<file path="src/hw/periodic_timer_pkg.sv">
// constants, types and register map of the periodic timer
package periodic_timer_pkg;

   localparam int unsigned CNT_W        = 10;
   localparam int unsigned ADDR_W       = 6;
   localparam int unsigned DATA_W       = 32;

   typedef logic [CNT_W-1:0]  count_t;
   typedef logic [ADDR_W-1:0] addr_t;
   typedef logic [DATA_W-1:0] word_t;

   // register byte addresses
   localparam addr_t ADDR_RUN           = 6'h00;
   localparam addr_t ADDR_CTRL          = 6'h04;
   localparam addr_t ADDR_DUTY_LO       = 6'h08;
   localparam addr_t ADDR_DUTY_HI       = 6'h0C;
   localparam addr_t ADDR_PERIOD_LO     = 6'h10;
   localparam addr_t ADDR_PERIOD_HI     = 6'h14;
   localparam addr_t ADDR_COUNT_LO      = 6'h18;
   localparam addr_t ADDR_COUNT_HI      = 6'h1C;
   localparam addr_t ADDR_STATUS        = 6'h20;
   localparam addr_t ADDR_PRESCALE      = 6'h24;

   // bit positions
   localparam int unsigned TIMER_ON_BIT = 0;
   localparam int unsigned DUTY_FLAG_BIT   = 0;
   localparam int unsigned PERIOD_FLAG_BIT = 1;

   typedef enum logic [1:0] {
      MODE_COMPARE = 2'h0,
      MODE_CAPTURE = 2'h1,
      MODE_PWM     = 2'h2,
      MODE_TIMER   = 2'h3
   } mode_t;

   // pin action field codes
   localparam logic [1:0] PA_NONE_OR_RISE  = 2'h0;
   localparam logic [1:0] PA_LOW_OR_FALL   = 2'h1;
   localparam logic [1:0] PA_HIGH_OR_BOTH  = 2'h2;
   localparam logic [1:0] PA_TOGGLE_OR_OFF = 2'h3;

   typedef struct packed {
      mode_t      mode;             // mode_select_hi, mode_select_lo
      logic [1:0] pin_action;       // pin_action_hi, pin_action_lo
      logic       output_control;
      logic       output_polarity;
      logic       capture_source_select;
      logic       clear_select;
   } ctrl_t;

   localparam ctrl_t  CTRL_RESET     = '0;
   localparam count_t COUNT_RESET    = 10'h000;
   localparam count_t COUNT_MAX      = 10'h3FF;
   localparam logic [7:0] PRESCALE_RESET = 8'h00;

endpackage

</file>
<file path="src/hw/periodic_timer.sv">
// 10-bit periodic timer with compare, capture, pwm, single pulse and timer modes
// Functional notes
// - mode field picks one of four modes
// - clear_select low: period match clears, both flags
// - clear_select high: duty match clears, duty flag
// - zero duty: overflow at 3FF, no duty flag
// - compare mode: only duty match and timer_on rise move pin
// - pin action: none, low, high or toggle
// - timer_on rise loads initial pin level
// - timer mode: counts like compare, pin undriven
// - pwm period from period value, zero=1024
// - duty at or above period: always active
// - pwm raises duty and period flags
// - output_control polarity; pin action enables/forces pin
// - forced pin keeps counter and comparators running
// - single pulse starts on timer_on rise
// - trigger pin edge sets timer_on
// - duty match or clear ends pulse
// - single pulse: counter zeroed only at start
// - capture edge select; code 11 no capture
// - capture latches counter into duty, raises flag
// - capture: period match clears counter, flags
// - latch within a tick, flag after
// - period split low byte, high two bits
// - capture_source_select picks capture pin
// - output_polarity inverts pin, not timer or capture mode
//
// Design decisions made here: the placing of the registers and register access over Avalon-MM.
`timescale 1ns/10ps
module periodic_timer
   import periodic_timer_pkg::*;
(
   input  wire logic        i_clk,                  // 50 MHz system clock
   input  wire logic        i_resetn,               // async reset, active low
   input  wire addr_t       i_avs_address,          // byte address
   input  wire logic        i_avs_read,             // read request
   input  wire logic        i_avs_write,            // write request
   input  wire word_t       i_avs_writedata,        // write data
   input  wire logic [3:0]  i_avs_byteenable,       // byte lanes
   output logic             o_avs_waitrequest,      // stall
   output word_t            o_avs_readdata,         // read data
   input  wire logic        i_capture_input_pin,    // capture input
   input  wire logic        i_ext_clock_trigger_pin,// trigger / alt capture
   output logic             o_waveform_output_pin,  // pin level
   output logic             o_waveform_output_oe    // high while driving
);

   ctrl_t      ctrl_q;
   count_t     duty_q;
   count_t     period_q;
   count_t     cnt_q;
   logic [7:0] prescale_q;
   logic [7:0] div_q;
   logic       ton_q;
   logic       ton_prev_q;
   logic       duty_flag_q;
   logic       period_flag_q;
   logic       pin_q;
   logic       ack_q;
   word_t      rdata_q;
   logic       cap_prev_q;
   logic       trig_prev_q;
   logic       cap_pend_q;
   logic       cap_flag_q;

   logic   tick;
   logic   run;
   logic   ton_rise;
   logic   sp_mode;
   logic   cm_like;
   logic   pwm_wave;
   logic   duty_hit;
   logic   per_hit;
   logic   clr;
   logic   set_dflag;
   logic   set_pflag;
   logic   cap_src;
   logic   cap_edge;
   logic   trig_rise;
   logic   wr_en;
   logic   pwm_active;
   count_t cnt_inc;

   // one wait state: request taken at the edge where ack_q is high
   assign o_avs_waitrequest = (i_avs_read | i_avs_write) & ~ack_q;
   assign o_avs_readdata    = rdata_q;
   assign wr_en             = i_avs_write & ack_q & i_avs_byteenable[0];

   always_ff @(posedge i_clk or negedge i_resetn)
   begin
      if (!i_resetn)
         ack_q <= 1'b0;
      else
         ack_q <= (i_avs_read | i_avs_write) & ~ack_q;
   end

   always_ff @(posedge i_clk or negedge i_resetn)
   begin
      if (!i_resetn)
         rdata_q <= '0;
      else if (i_avs_read & ~ack_q)
      begin
         case (i_avs_address)
            ADDR_RUN:       rdata_q <= {31'h0, ton_q};
            ADDR_CTRL:      rdata_q <= {24'h0, ctrl_q};
            ADDR_DUTY_LO:   rdata_q <= {24'h0, duty_q[7:0]};
            ADDR_DUTY_HI:   rdata_q <= {30'h0, duty_q[9:8]};
            ADDR_PERIOD_LO: rdata_q <= {24'h0, period_q[7:0]};
            ADDR_PERIOD_HI: rdata_q <= {30'h0, period_q[9:8]};
            ADDR_COUNT_LO:  rdata_q <= {24'h0, cnt_q[7:0]};
            ADDR_COUNT_HI:  rdata_q <= {30'h0, cnt_q[9:8]};
            ADDR_STATUS:    rdata_q <= {30'h0, period_flag_q, duty_flag_q};
            ADDR_PRESCALE:  rdata_q <= {24'h0, prescale_q};
            default:        rdata_q <= '0;
         endcase
      end
   end

   always_ff @(posedge i_clk or negedge i_resetn)
   begin
      if (!i_resetn)
      begin
         ctrl_q     <= CTRL_RESET;
         prescale_q <= PRESCALE_RESET;
         period_q   <= COUNT_RESET;
      end
      else if (wr_en)
      begin
         if (i_avs_address == ADDR_CTRL)
            ctrl_q <= ctrl_t'(i_avs_writedata[7:0]);
         if (i_avs_address == ADDR_PRESCALE)
            prescale_q <= i_avs_writedata[7:0];
         if (i_avs_address == ADDR_PERIOD_LO)
            period_q[7:0] <= i_avs_writedata[7:0];
         if (i_avs_address == ADDR_PERIOD_HI)
            period_q[9:8] <= i_avs_writedata[1:0];
      end
   end

   // timer clock enable from the prescaler, divide by prescale_q + 1
   assign tick = (div_q == prescale_q);

   always_ff @(posedge i_clk or negedge i_resetn)
   begin
      if (!i_resetn)
         div_q <= 8'h00;
      else if (tick)
         div_q <= 8'h00;
      else
         div_q <= div_q + 8'h01;
   end

   always_comb
   begin
      sp_mode    = (ctrl_q.mode == MODE_PWM) && (ctrl_q.pin_action == PA_TOGGLE_OR_OFF);
      cm_like    = (ctrl_q.mode == MODE_COMPARE) || (ctrl_q.mode == MODE_TIMER);
      pwm_wave   = (ctrl_q.mode == MODE_PWM) && !sp_mode;
      ton_rise   = ton_q & ~ton_prev_q;
      run        = ton_q & tick;
      cnt_inc    = cnt_q + 10'h001;
      // compare against the value the counter steps to on this tick
      duty_hit   = (duty_q != COUNT_RESET) && (cnt_inc == duty_q);
      per_hit    = (cnt_inc == period_q);
      // duty at or above period holds active even if the counter overran a lowered period
      pwm_active = ton_q && ((cnt_q < duty_q) ||
                             (period_q != COUNT_RESET && duty_q >= period_q));
      clr        = 1'b0;
      set_dflag  = 1'b0;
      set_pflag  = 1'b0;
      if (cm_like)
      begin
         clr       = ctrl_q.clear_select ? duty_hit : per_hit;
         set_dflag = duty_hit;
         set_pflag = per_hit && !ctrl_q.clear_select;
      end
      else if (ctrl_q.mode == MODE_CAPTURE)
      begin
         clr       = per_hit;
         set_pflag = per_hit;
      end
      else if (sp_mode)
         set_dflag = duty_hit;
      else
      begin
         clr       = per_hit;
         set_dflag = duty_hit;
         set_pflag = per_hit;
      end
   end

   // both pins are already synchronous to i_clk
   assign cap_src   = ctrl_q.capture_source_select ? i_ext_clock_trigger_pin
                                                   : i_capture_input_pin;
   assign trig_rise = i_ext_clock_trigger_pin & ~trig_prev_q;

   always_comb
   begin
      case (ctrl_q.pin_action)
         PA_NONE_OR_RISE:  cap_edge = cap_src & ~cap_prev_q;
         PA_LOW_OR_FALL:   cap_edge = ~cap_src & cap_prev_q;
         PA_HIGH_OR_BOTH:  cap_edge = cap_src ^ cap_prev_q;
         default:          cap_edge = 1'b0;
      endcase
   end

   always_ff @(posedge i_clk or negedge i_resetn)
   begin
      if (!i_resetn)
      begin
         cap_prev_q  <= 1'b0;
         trig_prev_q <= 1'b0;
         ton_prev_q  <= 1'b0;
      end
      else
      begin
         cap_prev_q  <= cap_src;
         trig_prev_q <= i_ext_clock_trigger_pin;
         ton_prev_q  <= ton_q;
      end
   end

   // software write last; hardware set and stop take precedence
   always_ff @(posedge i_clk or negedge i_resetn)
   begin
      if (!i_resetn)
         ton_q <= 1'b0;
      else if (sp_mode && run && duty_hit)
         ton_q <= 1'b0;
      else if (sp_mode && trig_rise)
         ton_q <= 1'b1;
      else if (wr_en && i_avs_address == ADDR_RUN)
         ton_q <= i_avs_writedata[TIMER_ON_BIT];
   end

   always_ff @(posedge i_clk or negedge i_resetn)
   begin
      if (!i_resetn)
         cnt_q <= COUNT_RESET;
      else if (ton_rise)
         cnt_q <= COUNT_RESET;
      else if (run)
         cnt_q <= clr ? COUNT_RESET : cnt_inc;
   end

   // edge waits for the next tick, so the latch lands within one timer clock
   always_ff @(posedge i_clk or negedge i_resetn)
   begin
      if (!i_resetn)
         cap_pend_q <= 1'b0;
      else if (ctrl_q.mode != MODE_CAPTURE || !ton_q)
         cap_pend_q <= 1'b0;
      else if (cap_edge)
         cap_pend_q <= 1'b1;
      else if (tick)
         cap_pend_q <= 1'b0;
   end

   always_ff @(posedge i_clk or negedge i_resetn)
   begin
      if (!i_resetn)
         cap_flag_q <= 1'b0;
      else
         cap_flag_q <= cap_pend_q & tick;
   end

   always_ff @(posedge i_clk or negedge i_resetn)
   begin
      if (!i_resetn)
         duty_q <= COUNT_RESET;
      else if (cap_pend_q && tick)
         duty_q <= cnt_q;
      else if (wr_en && i_avs_address == ADDR_DUTY_LO)
         duty_q[7:0] <= i_avs_writedata[7:0];
      else if (wr_en && i_avs_address == ADDR_DUTY_HI)
         duty_q[9:8] <= i_avs_writedata[1:0];
   end

   // write one to clear; a set in the same cycle wins
   always_ff @(posedge i_clk or negedge i_resetn)
   begin
      if (!i_resetn)
      begin
         duty_flag_q   <= 1'b0;
         period_flag_q <= 1'b0;
      end
      else
      begin
         if ((run && set_dflag) || cap_flag_q)
            duty_flag_q <= 1'b1;
         else if (wr_en && i_avs_address == ADDR_STATUS && i_avs_writedata[DUTY_FLAG_BIT])
            duty_flag_q <= 1'b0;
         if (run && set_pflag)
            period_flag_q <= 1'b1;
         else if (wr_en && i_avs_address == ADDR_STATUS && i_avs_writedata[PERIOD_FLAG_BIT])
            period_flag_q <= 1'b0;
      end
   end

   // pin level before polarity
   always_ff @(posedge i_clk or negedge i_resetn)
   begin
      if (!i_resetn)
         pin_q <= 1'b0;
      else if (ctrl_q.mode == MODE_COMPARE)
      begin
         if (ton_rise)
            pin_q <= ctrl_q.output_control;
         else if (run && duty_hit)
         begin
            case (ctrl_q.pin_action)
               PA_LOW_OR_FALL:   pin_q <= 1'b0;
               PA_HIGH_OR_BOTH:  pin_q <= 1'b1;
               PA_TOGGLE_OR_OFF: pin_q <= ~pin_q;
               default:          pin_q <= pin_q;
            endcase
         end
      end
      else if (sp_mode)
         pin_q <= ton_q ? ctrl_q.output_control : ~ctrl_q.output_control;
      else if (pwm_wave)
      begin
         case (ctrl_q.pin_action)
            PA_NONE_OR_RISE: pin_q <= ~ctrl_q.output_control;
            PA_LOW_OR_FALL:  pin_q <= ctrl_q.output_control;
            default:         pin_q <= pwm_active ? ctrl_q.output_control
                                                 : ~ctrl_q.output_control;
         endcase
      end
   end

   // pin is released in timer and capture modes for other uses
   assign o_waveform_output_oe  = (ctrl_q.mode == MODE_COMPARE) ||
                                  (ctrl_q.mode == MODE_PWM);
   assign o_waveform_output_pin = pin_q ^ (ctrl_q.output_polarity & o_waveform_output_oe);
endmodule // periodic_timer

</file>
<file path="config.mk">
export PLATFORM = sky130hd
export DESIGN_NAME = periodic_timer
export DESIGN_NICKNAME = d
export VERILOG_FILES = /design/src/hw/periodic_timer_pkg.sv /design/src/hw/periodic_timer.sv
export SDC_FILE = /design/constraint.sdc
export NUM_CORES = 1
export LEC_CHECK = 0
export ABC_CLOCK_PERIOD_IN_PS = 4300
export CAP_MARGIN = 20
export CORE_MARGIN = 2
export CORE_UTILIZATION = 48
export CTS_CLUSTER_SIZE = 10
export DETAILED_ROUTE_END_ITERATION = 10
export DONT_BUFFER_PORTS = 1
export GPL_TIMING_DRIVEN = 0
export HOLD_SLACK_MARGIN = 0.02
export PLACE_DENSITY_LB_ADDON = 0.1
export SETUP_SLACK_MARGIN = 0.1
export SKIP_CTS_REPAIR_TIMING = 1
export SYNTH_ARGS = -nofsm -noshare
export SYNTH_HDL_FRONTEND = slang
export SYNTH_SLANG_ARGS = --single-unit
</file>
<file path="constraint.sdc">
create_clock -name i_clk -period 4.3 [get_ports i_clk]
set_clock_uncertainty 0.2 [all_clocks]
set_input_delay 0.43 -clock i_clk [delete_from_list [all_inputs] [get_ports i_clk]]
set_output_delay 0.43 -clock i_clk [all_outputs]
set_load 0.03 [all_outputs]
</file>
==> results of run 1 <==
-- logic make-up after synthesis --
logic type,share of synthesized area [%]
muxes,9.095
and+or+nand+nor,17.65
AOI/OAI and AO/OA,17.31
xor gates and xnor gates,5.998
adders and majority gates,6.584
buffers and inverters,8.169
DFF,35.11
other,0.07308
-- cell usage after synthesis, types with 6 or more instances --
library cell / instances
clkbuf_1: 19
nor2_1: 36
buf_4: 24
mux2i_1: 14
mux2_2: 29
nand2_1: 29
nand3_1: 14
nand4_1: 9
a21oi_1: 27
a22oi_1: 8
inv_1: 34
xor2_1: 11
nor4_1: 8
dfrtp_1: 72
nand2b_1: 13
or3_1: 6
and3_1: 11
a21o_1: 22
a222oi_1: 8
o21ai_0: 16
ha_1: 27
a31oi_1: 8
xnor2_1: 19
a2111oi_0: 9
-- final cells by class --
type | instances | area [um^2]
flip-flops and latches | 72 | 1802
multi-input cells | 411 | 2997
repair buffers | 11 | 127.6
plain buffers | 50 | 291.5
clock inverters | 6 | 116.4
clock buffers | 10 | 127.6
fillers | 948 | 4611
well taps | 136 | 170.2
inverters | 34 | 127.6
-- worst max-delay path by stage --
stage | depth (start not counted) | to | startpoint | slack [ps]
detailed placement | 8 | cnt_q[0] | cnt_q[1] | 970
CTS | 8 | cnt_q[0] | cnt_q[1] | 940
finish | 8 | cnt_q[0] | cnt_q[1] | 880
floorplan | 8 | cnt_q[0] | cnt_q[1] | 1480
global route | 9 | cnt_q[0] | cnt_q[1] | 770
global placement | 8 | cnt_q[0] | cnt_q[1] | 980
-- layer usage --
layer	track usage [%]	up-vias	routed length (um)
met4	9.066	0	265
met3	5.327	25	1323
met1	38.15	2193	6701
li1	-	2036	-
met5	0	-	0
met2	42.45	201	6912
-- report_power, final --
| part | leakage, nW | switching (mW) | internal, mW |
|---|---|---|---|
| Sequential | 0.932 | 0.0647 | 0.721 |
| Combinational | 1.74 | 0.192 | 0.127 |
| Clock | 0.121 | 0.294 | 0.390 |
| Total | 2.80 | 0.551 | 1.24 |
-- critical path, stage by stage (launching register included) --
cell and delay (ps):
dfrtp_1 590, ha_1 390, xor2_1 200, a311oi_2 300, o221ai_1 170, or3b_1 420, nor4_4 670, nor3_2 80
mux2_2 290
-- registers in the layout (all words and copies together) (netlist names) --
register and count:
cnt_q 10, duty_q 10, period_q 10, ctrl_q 8, div_q 8, o_avs_readdata 8, prescale_q 8, ack_q 1
cap_flag_q 1, cap_pend_q 1, cap_prev_q 1, duty_flag_q 1, period_flag_q 1, pin_q 1, ton_prev_q 1, ton_q 1
trig_prev_q 1
-- through the flow --
step,worst slack (ps),instances
2_1_floorplan,1482,567
4_1_cts,942.6,719
3_5_place_dp,968.8,703
5_1_grt,767.3,730
6_report,883.1,730
3_3_place_gp,978.9,703
==> results.py, run 1 <==
metrics = {
    "drt": {
        "vias": 4455,
        "drt-initial-drc-count": 454,
        "wl_per_cell_um": 20.83,
        "routed_wl_um": 15200,
        "ant_nets": 0,
        "firstDrtPassIters": 8,
        "viasPerCell": 6.103,
        "drc": 0,
    },
    "critical_path": {
        "r2r-end": "cnt_q[0]",
        "reg2reg_depth": 8,
        "critical_path_arrival_ps": 3470,
        "crit_path_start_kind": "flip-flop",
        "cp_max_fo": 9,
        "r2r_start": "cnt_q[1]",
        "crit_required_ps": 4350,
        "cp-end-kind": "flip-flop",
        "r2r_setup_slack_ps": 880,
        "path_class": "flip-flop to flip-flop",
    },
    "yosys": {
        "async_flop_share_pct": 100.0,
        "synth_flop_cell": "dfrtp_1",
        "ys_ff_latch": 72,
        "netlist_area_um2": 5131,
        "ys_seq_area_share_pct": 35.11,
        "synth_area_per_cell_um2": 9.432,
        "synth_edf_count": 0,
        "yosys.area.top_type": "dfrtp_1",
        "synthTopCellsByArea": "dfrtp_1 (35%), ha_1 (6.6%), mux2_2 (6.4%)",
        "synthCells": 544,
        "yosysTopAreaCellShare_pct": 35.11,
        "synth_cell_types": 68,
        "synth_warnings": 0,
    },
    "timing": {
        "hold_ws_ps": 13.78,
        "finalCritPeriodShare_pct": 79.46,
        "hold_violations": 0,
        "timing.fmax_mhz": 292.7,
        "drv_slew": 0,
        "rsz0062_at_grt": "false",
        "tightest_slew_ps": 1047,
        "timing.slew.headroom_pct": 29.68,
        "period_minus_slack_ps": 3417,
        "tns_ps": 0,
        "setup_viol": 0,
    },
    "place": {
        "placedInstanceArea_um2": 5388,
        "io_buffers": 0,
        "dp_hpwl_um": 10710,
        "place.gp.congestion": 0.9043,
    },
    "power": {
        "finalPower_mw": 1.788,
        "peakVddDrop_mv": 0.2467,
        "p_per_area_nw_per_um2": 310.5,
        "p_leak_nw": 2.796,
    },
    "global_routing": {
        "grt_use_total_pct": 27.26,
        "grt_antenna_before_repair": 0,
        "overflow": 0,
        "grt_pass1_vias": 4306,
        "grt_max_degree": 73,
        "grt_pass1_wl_um": 23960,
    },
    "clocking": {
        "cts_max_path_buffers": 2,
        "cts_root_buf": "clkbuf_8",
        "cts.sinks": 72,
        "cts_tree": "built",
        "h-tree-depth": 3,
        "clk_latency_ps": 360,
        "path_clk_slew_ps": 90,
        "numCtsBuffers": 9,
    },
    "final_layout": {
        "final_common_cell": "dfrtp_1",
        "nNetsFinal": 664,
        "final_cell_mix": "dfrtp_1 (72), nor2_1 (36), inv_1 (34)",
        "fin_util_pct": 55.54,
        "finalInstanceArea_um2": 5759,
        "area_growth_pct": 12.24,
        "antenna_cells": 0,
        "drive_gt1_share_pct": 14.98,
    },
    "floorplan": {
        "fp-row-count": 37,
        "fp.dieH_um": 107.4,
        "start_util_pct": 49.48,
        "die_w_um": 107.4,
        "die-area_um2": 11530,
        "core-area_um2": 10370,
        "io_pins": 83,
    },
    "min_path": {
        "holdPathEnd": "period_q[5]",
        "hold_path.class": "input pin to flip-flop",
        "min-delay-start": "i_avs_writedata[5]",
        "hold_depth": 1,
    },
    "status": {
        "status": "finished, final reports clean",
    },
    "flow_run": {
        "cap_violations": 0,
    },
}
Note: power is estimated with default switching activity, not from simulation.
==> run 2: changes to the inputs <==
ABC_CLOCK_PERIOD_IN_PS = 2850   (was 4300)
clock period = 2.85 ns   (was 4.3 ns; I/O delays follow)
==> run 2 against run 1 <==
  * Routed wire length fell by 2.5%
  * Die area did not move
  * Sequential cell count did not move
  * Maximum frequency rose by 21%
  * Global-route usage fell by 1.0 points
==> results.py, run 2 (synthesis gave the netlist of run 1 again) <==
metrics = {
    "status": {
        "status": "finished, final reports clean",
    },
    "global_routing": {
        "grt_use_total_pct": 26.26,
        "overflow": 0,
        "top_usage_layer": "met2",
        "use_met1_pct": 35.78,
        "grt_antenna_before_repair": 0,
        "grt_pass1_wl_um": 23270,
        "use_met2_pct": 42.04,
        "grt_max_degree": 73,
        "grtUsageMet3_pct": 5.751,
        "grt_pass1_vias": 4255,
    },
    "clocking": {
        "cts_tree": "built",
        "numCtsBuffers": 9,
        "h-tree-depth": 3,
        "path_clk_slew_ps": 90,
        "cts.sinks": 72,
        "cts_max_path_buffers": 2,
        "cts_root_buf": "clkbuf_8",
        "clk_latency_ps": 350,
    },
    "timing": {
        "period_minus_slack_ps": 2831,
        "hold_violations": 0,
        "tightest_slew_ps": 1048,
        "timing.slew.headroom_pct": 29.62,
        "timing.fmax_mhz": 353.3,
        "setup_viol": 0,
        "rsz0062_at_grt": "true",
        "drv_slew": 0,
        "tns_ps": 0,
        "finalCritPeriodShare_pct": 99.32,
        "hold_ws_ps": 23.48,
    },
    "critical_path": {
        "cpPeakStageDelay_ps": 420,
        "reg2reg_depth": 10,
        "cp-end-kind": "flip-flop",
        "r2r_setup_slack_ps": 20,
        "r2r_start": "cnt_q[0]",
        "cp_top_family": "compound AO/OA/AOI/OAI gates",
        "crit_top_cell": "buf_6",
        "cp_max_fo": 6,
        "crit_path_start_kind": "flip-flop",
        "crit_slowest_cell": "dfrtp_1",
        "crit_required_ps": 2890,
        "cp_cell_sequence": "buf_6, buf_6, nand3_2, a311oi_4, o221ai_1, or3b_4, nor4_4, buf_2, a2111oi_0, a21o_1",
        "critical_path_arrival_ps": 2870,
        "cp_num_buf_inv": 3,
        "r2r-end": "cnt_q[3]",
        "path_class": "flip-flop to flip-flop",
    },
    "power": {
        "p_per_area_nw_per_um2": 436.6,
        "p_leak_nw": 2.850,
        "peakVddDrop_mv": 0.3566,
    },
    "drt": {
        "vias": 4479,
        "viasPerCell": 6.045,
        "routed_wl_um": 14830,
        "wl_per_cell_um": 20.01,
        "drc": 0,
        "drt-initial-drc-count": 366,
        "ant_nets": 0,
        "firstDrtPassIters": 6,
    },
    "final_layout": {
        "stdcell_count": 741,
        "final_cell_mix": "dfrtp_1 (69), nor2_1 (36), inv_1 (33)",
        "reg.largest.list": "cnt_q (10), duty_q (10), period_q (10)",
        "finalInstanceArea_um2": 5937,
        "area_growth_pct": 15.70,
        "final_common_cell": "dfrtp_1",
        "nNetsFinal": 675,
        "drive_gt1_share_pct": 19.34,
        "fillers": 952,
        "antenna_cells": 0,
    },
    "place": {
        "placedInstanceArea_um2": 5393,
        "dp_hpwl_um": 10820,
        "io_buffers": 0,
        "place.gp.congestion": 0.9384,
        "dp.cells": 704,
    },
    "min_path": {
        "hold_path.class": "input pin to flip-flop",
        "hold_depth": 2,
        "holdPathEnd": "ack_q",
        "min-delay-start": "i_avs_write",
    },
    "floorplan": {
        "die_w_um": 107.4,
        "die-area_um2": 11530,
        "start_util_pct": 49.48,
        "core-area_um2": 10370,
        "fp-row-count": 37,
        "io_pins": 83,
        "fp.dieH_um": 107.4,
    },
    "flow_run": {
        "cap_violations": 0,
    },
}
## run 2: worst max path at each step
stage	end	from	slack (ps)	depth (start not counted)
after global placement	cnt_q[0]	cnt_q[1]	-400	8
final	cnt_q[3]	cnt_q[0]	20	10
after detailed placement	cnt_q[0]	cnt_q[1]	-400	9
after CTS	cnt_q[0]	cnt_q[1]	-410	9
after global routing	cnt_q[3]	cnt_q[0]	-60	10
after floorplan	cnt_q[0]	cnt_q[1]	150	8
## run 2: power breakdown
part / internal, mW / switching, mW
Clock: 0.499 / 0.419
Combinational: 0.197 / 0.292
Sequential: 1.09 / 0.0982
## run 2: layout make-up
cell class / instances / area, um^2 / share of cell area, %
repair buffers: 23 / 222.7 / 3.751
flip-flops and latches: 72 / 1805 / 30.41
clock buffers: 10 / 127.6 / 2.150
inverters: 34 / 130.1 / 2.192
plain buffers: 49 / 305.3 / 5.142
multi-input cells: 411 / 3085 / 51.97
well taps: 136 / 170.2 / 2.866
clock inverters: 6 / 90.09 / 1.517
## run 2: metrics by stage
| step | setup WS [ps] | total power, mW | util, % |
|---|---|---|---|
| after floorplan | 151.1 | 1.533 | - |
| after global placement | -395.2 | 1.627 | 51.95 |
| after detailed placement | -403.0 | 1.634 | 52.00 |
| after CTS | -405.6 | 2.551 | 54.10 |
| after global routing | -55.04 | 2.723 | 57.25 |
| final | 19.41 | 2.592 | 57.25 |
## run 2: routing by layer
metal	share of wire, %	vias to the layer above
li1	-	2062
met1	43	2173
met2	47	220
met3	8.7	24
met4	1.6	0
met5	0	-
==> run 3: changes to the inputs <==
ABC_CLOCK_PERIOD_IN_PS = 2700   (was 2850)
clock period = 2.7 ns   (was 2.85 ns; I/O delays follow)
==> run 3 against run 2 <==
  * The flow now finishes with violations (negative setup slack)
  * Sequential power rose by 5%
  * Combinational power rose by 5.1%
  * Clock power fell by 12%
  * Hold slack got worse by 16 ps
  * Non-clock buffer count rose by 1
  * Final area fell by 0.48%
  * Sequential cell count did not move
  * Power fell by 0.83%
  * Maximum frequency rose by 0.52%
  * Routed wire length rose by 0.42%
  * Critical endpoint is now cnt_q[0]
  * Largest power group unchanged
==> results.py, run 3 (synthesis gave the netlist of run 1 again) <==
metrics = {
    "clocking": {
        "cts_tree": "built",
        "h-tree-depth": 3,
        "path_clk_slew_ps": 90,
        "cts_root_buf": "clkbuf_8",
        "cts.sinks": 72,
        "numCtsBuffers": 9,
        "clk_latency_ps": 370,
        "cts_max_path_buffers": 2,
    },
    "global_routing": {
        "grt_pass1_wl_um": 22960,
        "grt_pass1_vias": 4135,
        "grt_use_total_pct": 26.38,
        "overflow": 0,
        "grt_max_degree": 73,
        "grt_antenna_before_repair": 1,
    },
    "final_layout": {
        "reg.largest.list": "cnt_q (10), duty_q (10), period_q (10)",
        "final_common_cell": "dfrtp_1",
        "nNetsFinal": 676,
        "fin_util_pct": 56.97,
        "antenna_cells": 0,
        "final_cell_mix": "dfrtp_1 (69), nor2_1 (35), buf_4 (35)",
        "area_growth_pct": 15.14,
        "drive_gt1_share_pct": 19.31,
        "finalInstanceArea_um2": 5908,
        "stdcell_count": 742,
        "fillers": 924,
    },
    "critical_path": {
        "crit_path_start_kind": "flip-flop",
        "reg2reg_depth": 10,
        "cp_top_family": "simple AND/OR/NAND/NOR gates",
        "crit_path_start": "cnt_q[0]",
        "crit_slowest_cell": "dfrtp_1",
        "crit_path_end": "cnt_q[0]",
        "r2r_start": "cnt_q[0]",
        "cpPeakStageDelay_ps": 420,
        "crit_top_cell": "buf_6",
        "cp_max_fo": 5,
        "cp.depth": 10,
        "path_class": "flip-flop to flip-flop",
        "cp_num_buf_inv": 3,
        "cp_cell_sequence": "buf_6, inv_2, ha_1, a311oi_2, o221ai_1, or3b_4, nor4_4, buf_6, nor3_2, mux2_4",
        "r2r-end": "cnt_q[0]",
        "cp-end-kind": "flip-flop",
        "r2r_setup_slack_ps": -120,
        "crit_required_ps": 2770,
        "critical_path_arrival_ps": 2880,
    },
    "power": {
        "p_switching_mw": 0.8783,
        "comb_power_share_pct": 20.0,
        "finalPower_mw": 2.571,
        "p_leak_nw": 2.845,
        "intPower_mw": 1.692,
        "power.share.clock_pct": 31.3,
        "seq_power_share_pct": 48.7,
        "peakVddDrop_mv": 0.3305,
        "p_per_area_nw_per_um2": 435.1,
        "swShare_pct": 34.17,
    },
    "floorplan": {
        "fp-row-count": 37,
        "start_util_pct": 49.48,
        "die_w_um": 107.4,
        "die-area_um2": 11530,
        "fp.dieH_um": 107.4,
        "core-area_um2": 10370,
        "io_pins": 83,
    },
    "min_path": {
        "hold_path.class": "input pin to flip-flop",
        "hold_depth": 2,
    },
    "timing": {
        "hold_violations": 0,
        "timing.fmax_mhz": 355.1,
        "drv_slew": 0,
        "finalCritPeriodShare_pct": 104.3,
        "hold_ws_ps": 7.311,
        "worst_slack_ps": -115.9,
        "tightest_slew_ps": 1003,
        "timing.slew.headroom_pct": 32.59,
        "setup_viol": 11,
        "period_minus_slack_ps": 2816,
        "tns_ps": -516.3,
        "rsz0062_at_grt": "true",
    },
    "drt": {
        "firstDrtPassIters": 6,
        "vias": 4516,
        "ant_nets": 0,
        "viasPerCell": 6.086,
        "drc": 0,
        "wl_per_cell_um": 20.06,
        "routed_wl_um": 14890,
        "drt-initial-drc-count": 393,
    },
    "flow_run": {
        "cap_violations": 0,
    },
    "place": {
        "dp_hpwl_um": 10520,
        "dp.cells": 703,
        "place_ws_ps": -286.3,
        "placedInstanceArea_um2": 5401,
        "place.gp.congestion": 0.9142,
        "io_buffers": 0,
    },
    "status": {
        "violations": "negative setup slack",
        "status": "finished, violations left",
    },
}
[run 3: how the worst min path moves through the flow]
stage | start | slack, ps | to
floorplan | i_resetn | -230 | ack_q
global placement | i_resetn | -220 | cnt_q[9]
detailed placement | i_resetn | -220 | cnt_q[9]
CTS | i_resetn | -630 | cnt_q[7]
global route | i_avs_writedata[0] | 50 | duty_flag_q
finish | i_avs_writedata[0] | 7 | duty_flag_q
[run 3: cell type report]
type | instances | area (um^2) | area share [%]
Multi-Input combinational cell | 411 | 3080 | 52.14
Sequential cell | 72 | 1805 | 30.56
Buffer | 49 | 316.6 | 5.358
Timing Repair Buffer | 24 | 236.5 | 4.003
Tap cell | 136 | 170.2 | 2.880
Clock buffer | 10 | 127.6 | 2.160
Inverter | 34 | 127.6 | 2.160
Clock inverter | 6 | 43.79 | 0.7412
[run 3: per-layer routing]
metal  share of wire (%)  track usage, %
met5               0.034               0
met4                 3.0           10.16
met3                 8.2           4.782
met2                  44           40.37
met1                  44           37.18
[run 3: power by group through the flow]
| stage | Clock (mW) | Sequential (mW) | Combinational (mW) |
|---|---|---|---|
| final | 0.804 | 1.25 | 0.514 |
| after floorplan | 0 | 1.24 | 0.382 |
| after global placement | 0 | 1.27 | 0.449 |
| after detailed placement | 0 | 1.27 | 0.455 |
| after CTS | 0.805 | 1.25 | 0.459 |
| after global routing | 0.854 | 1.26 | 0.578 |
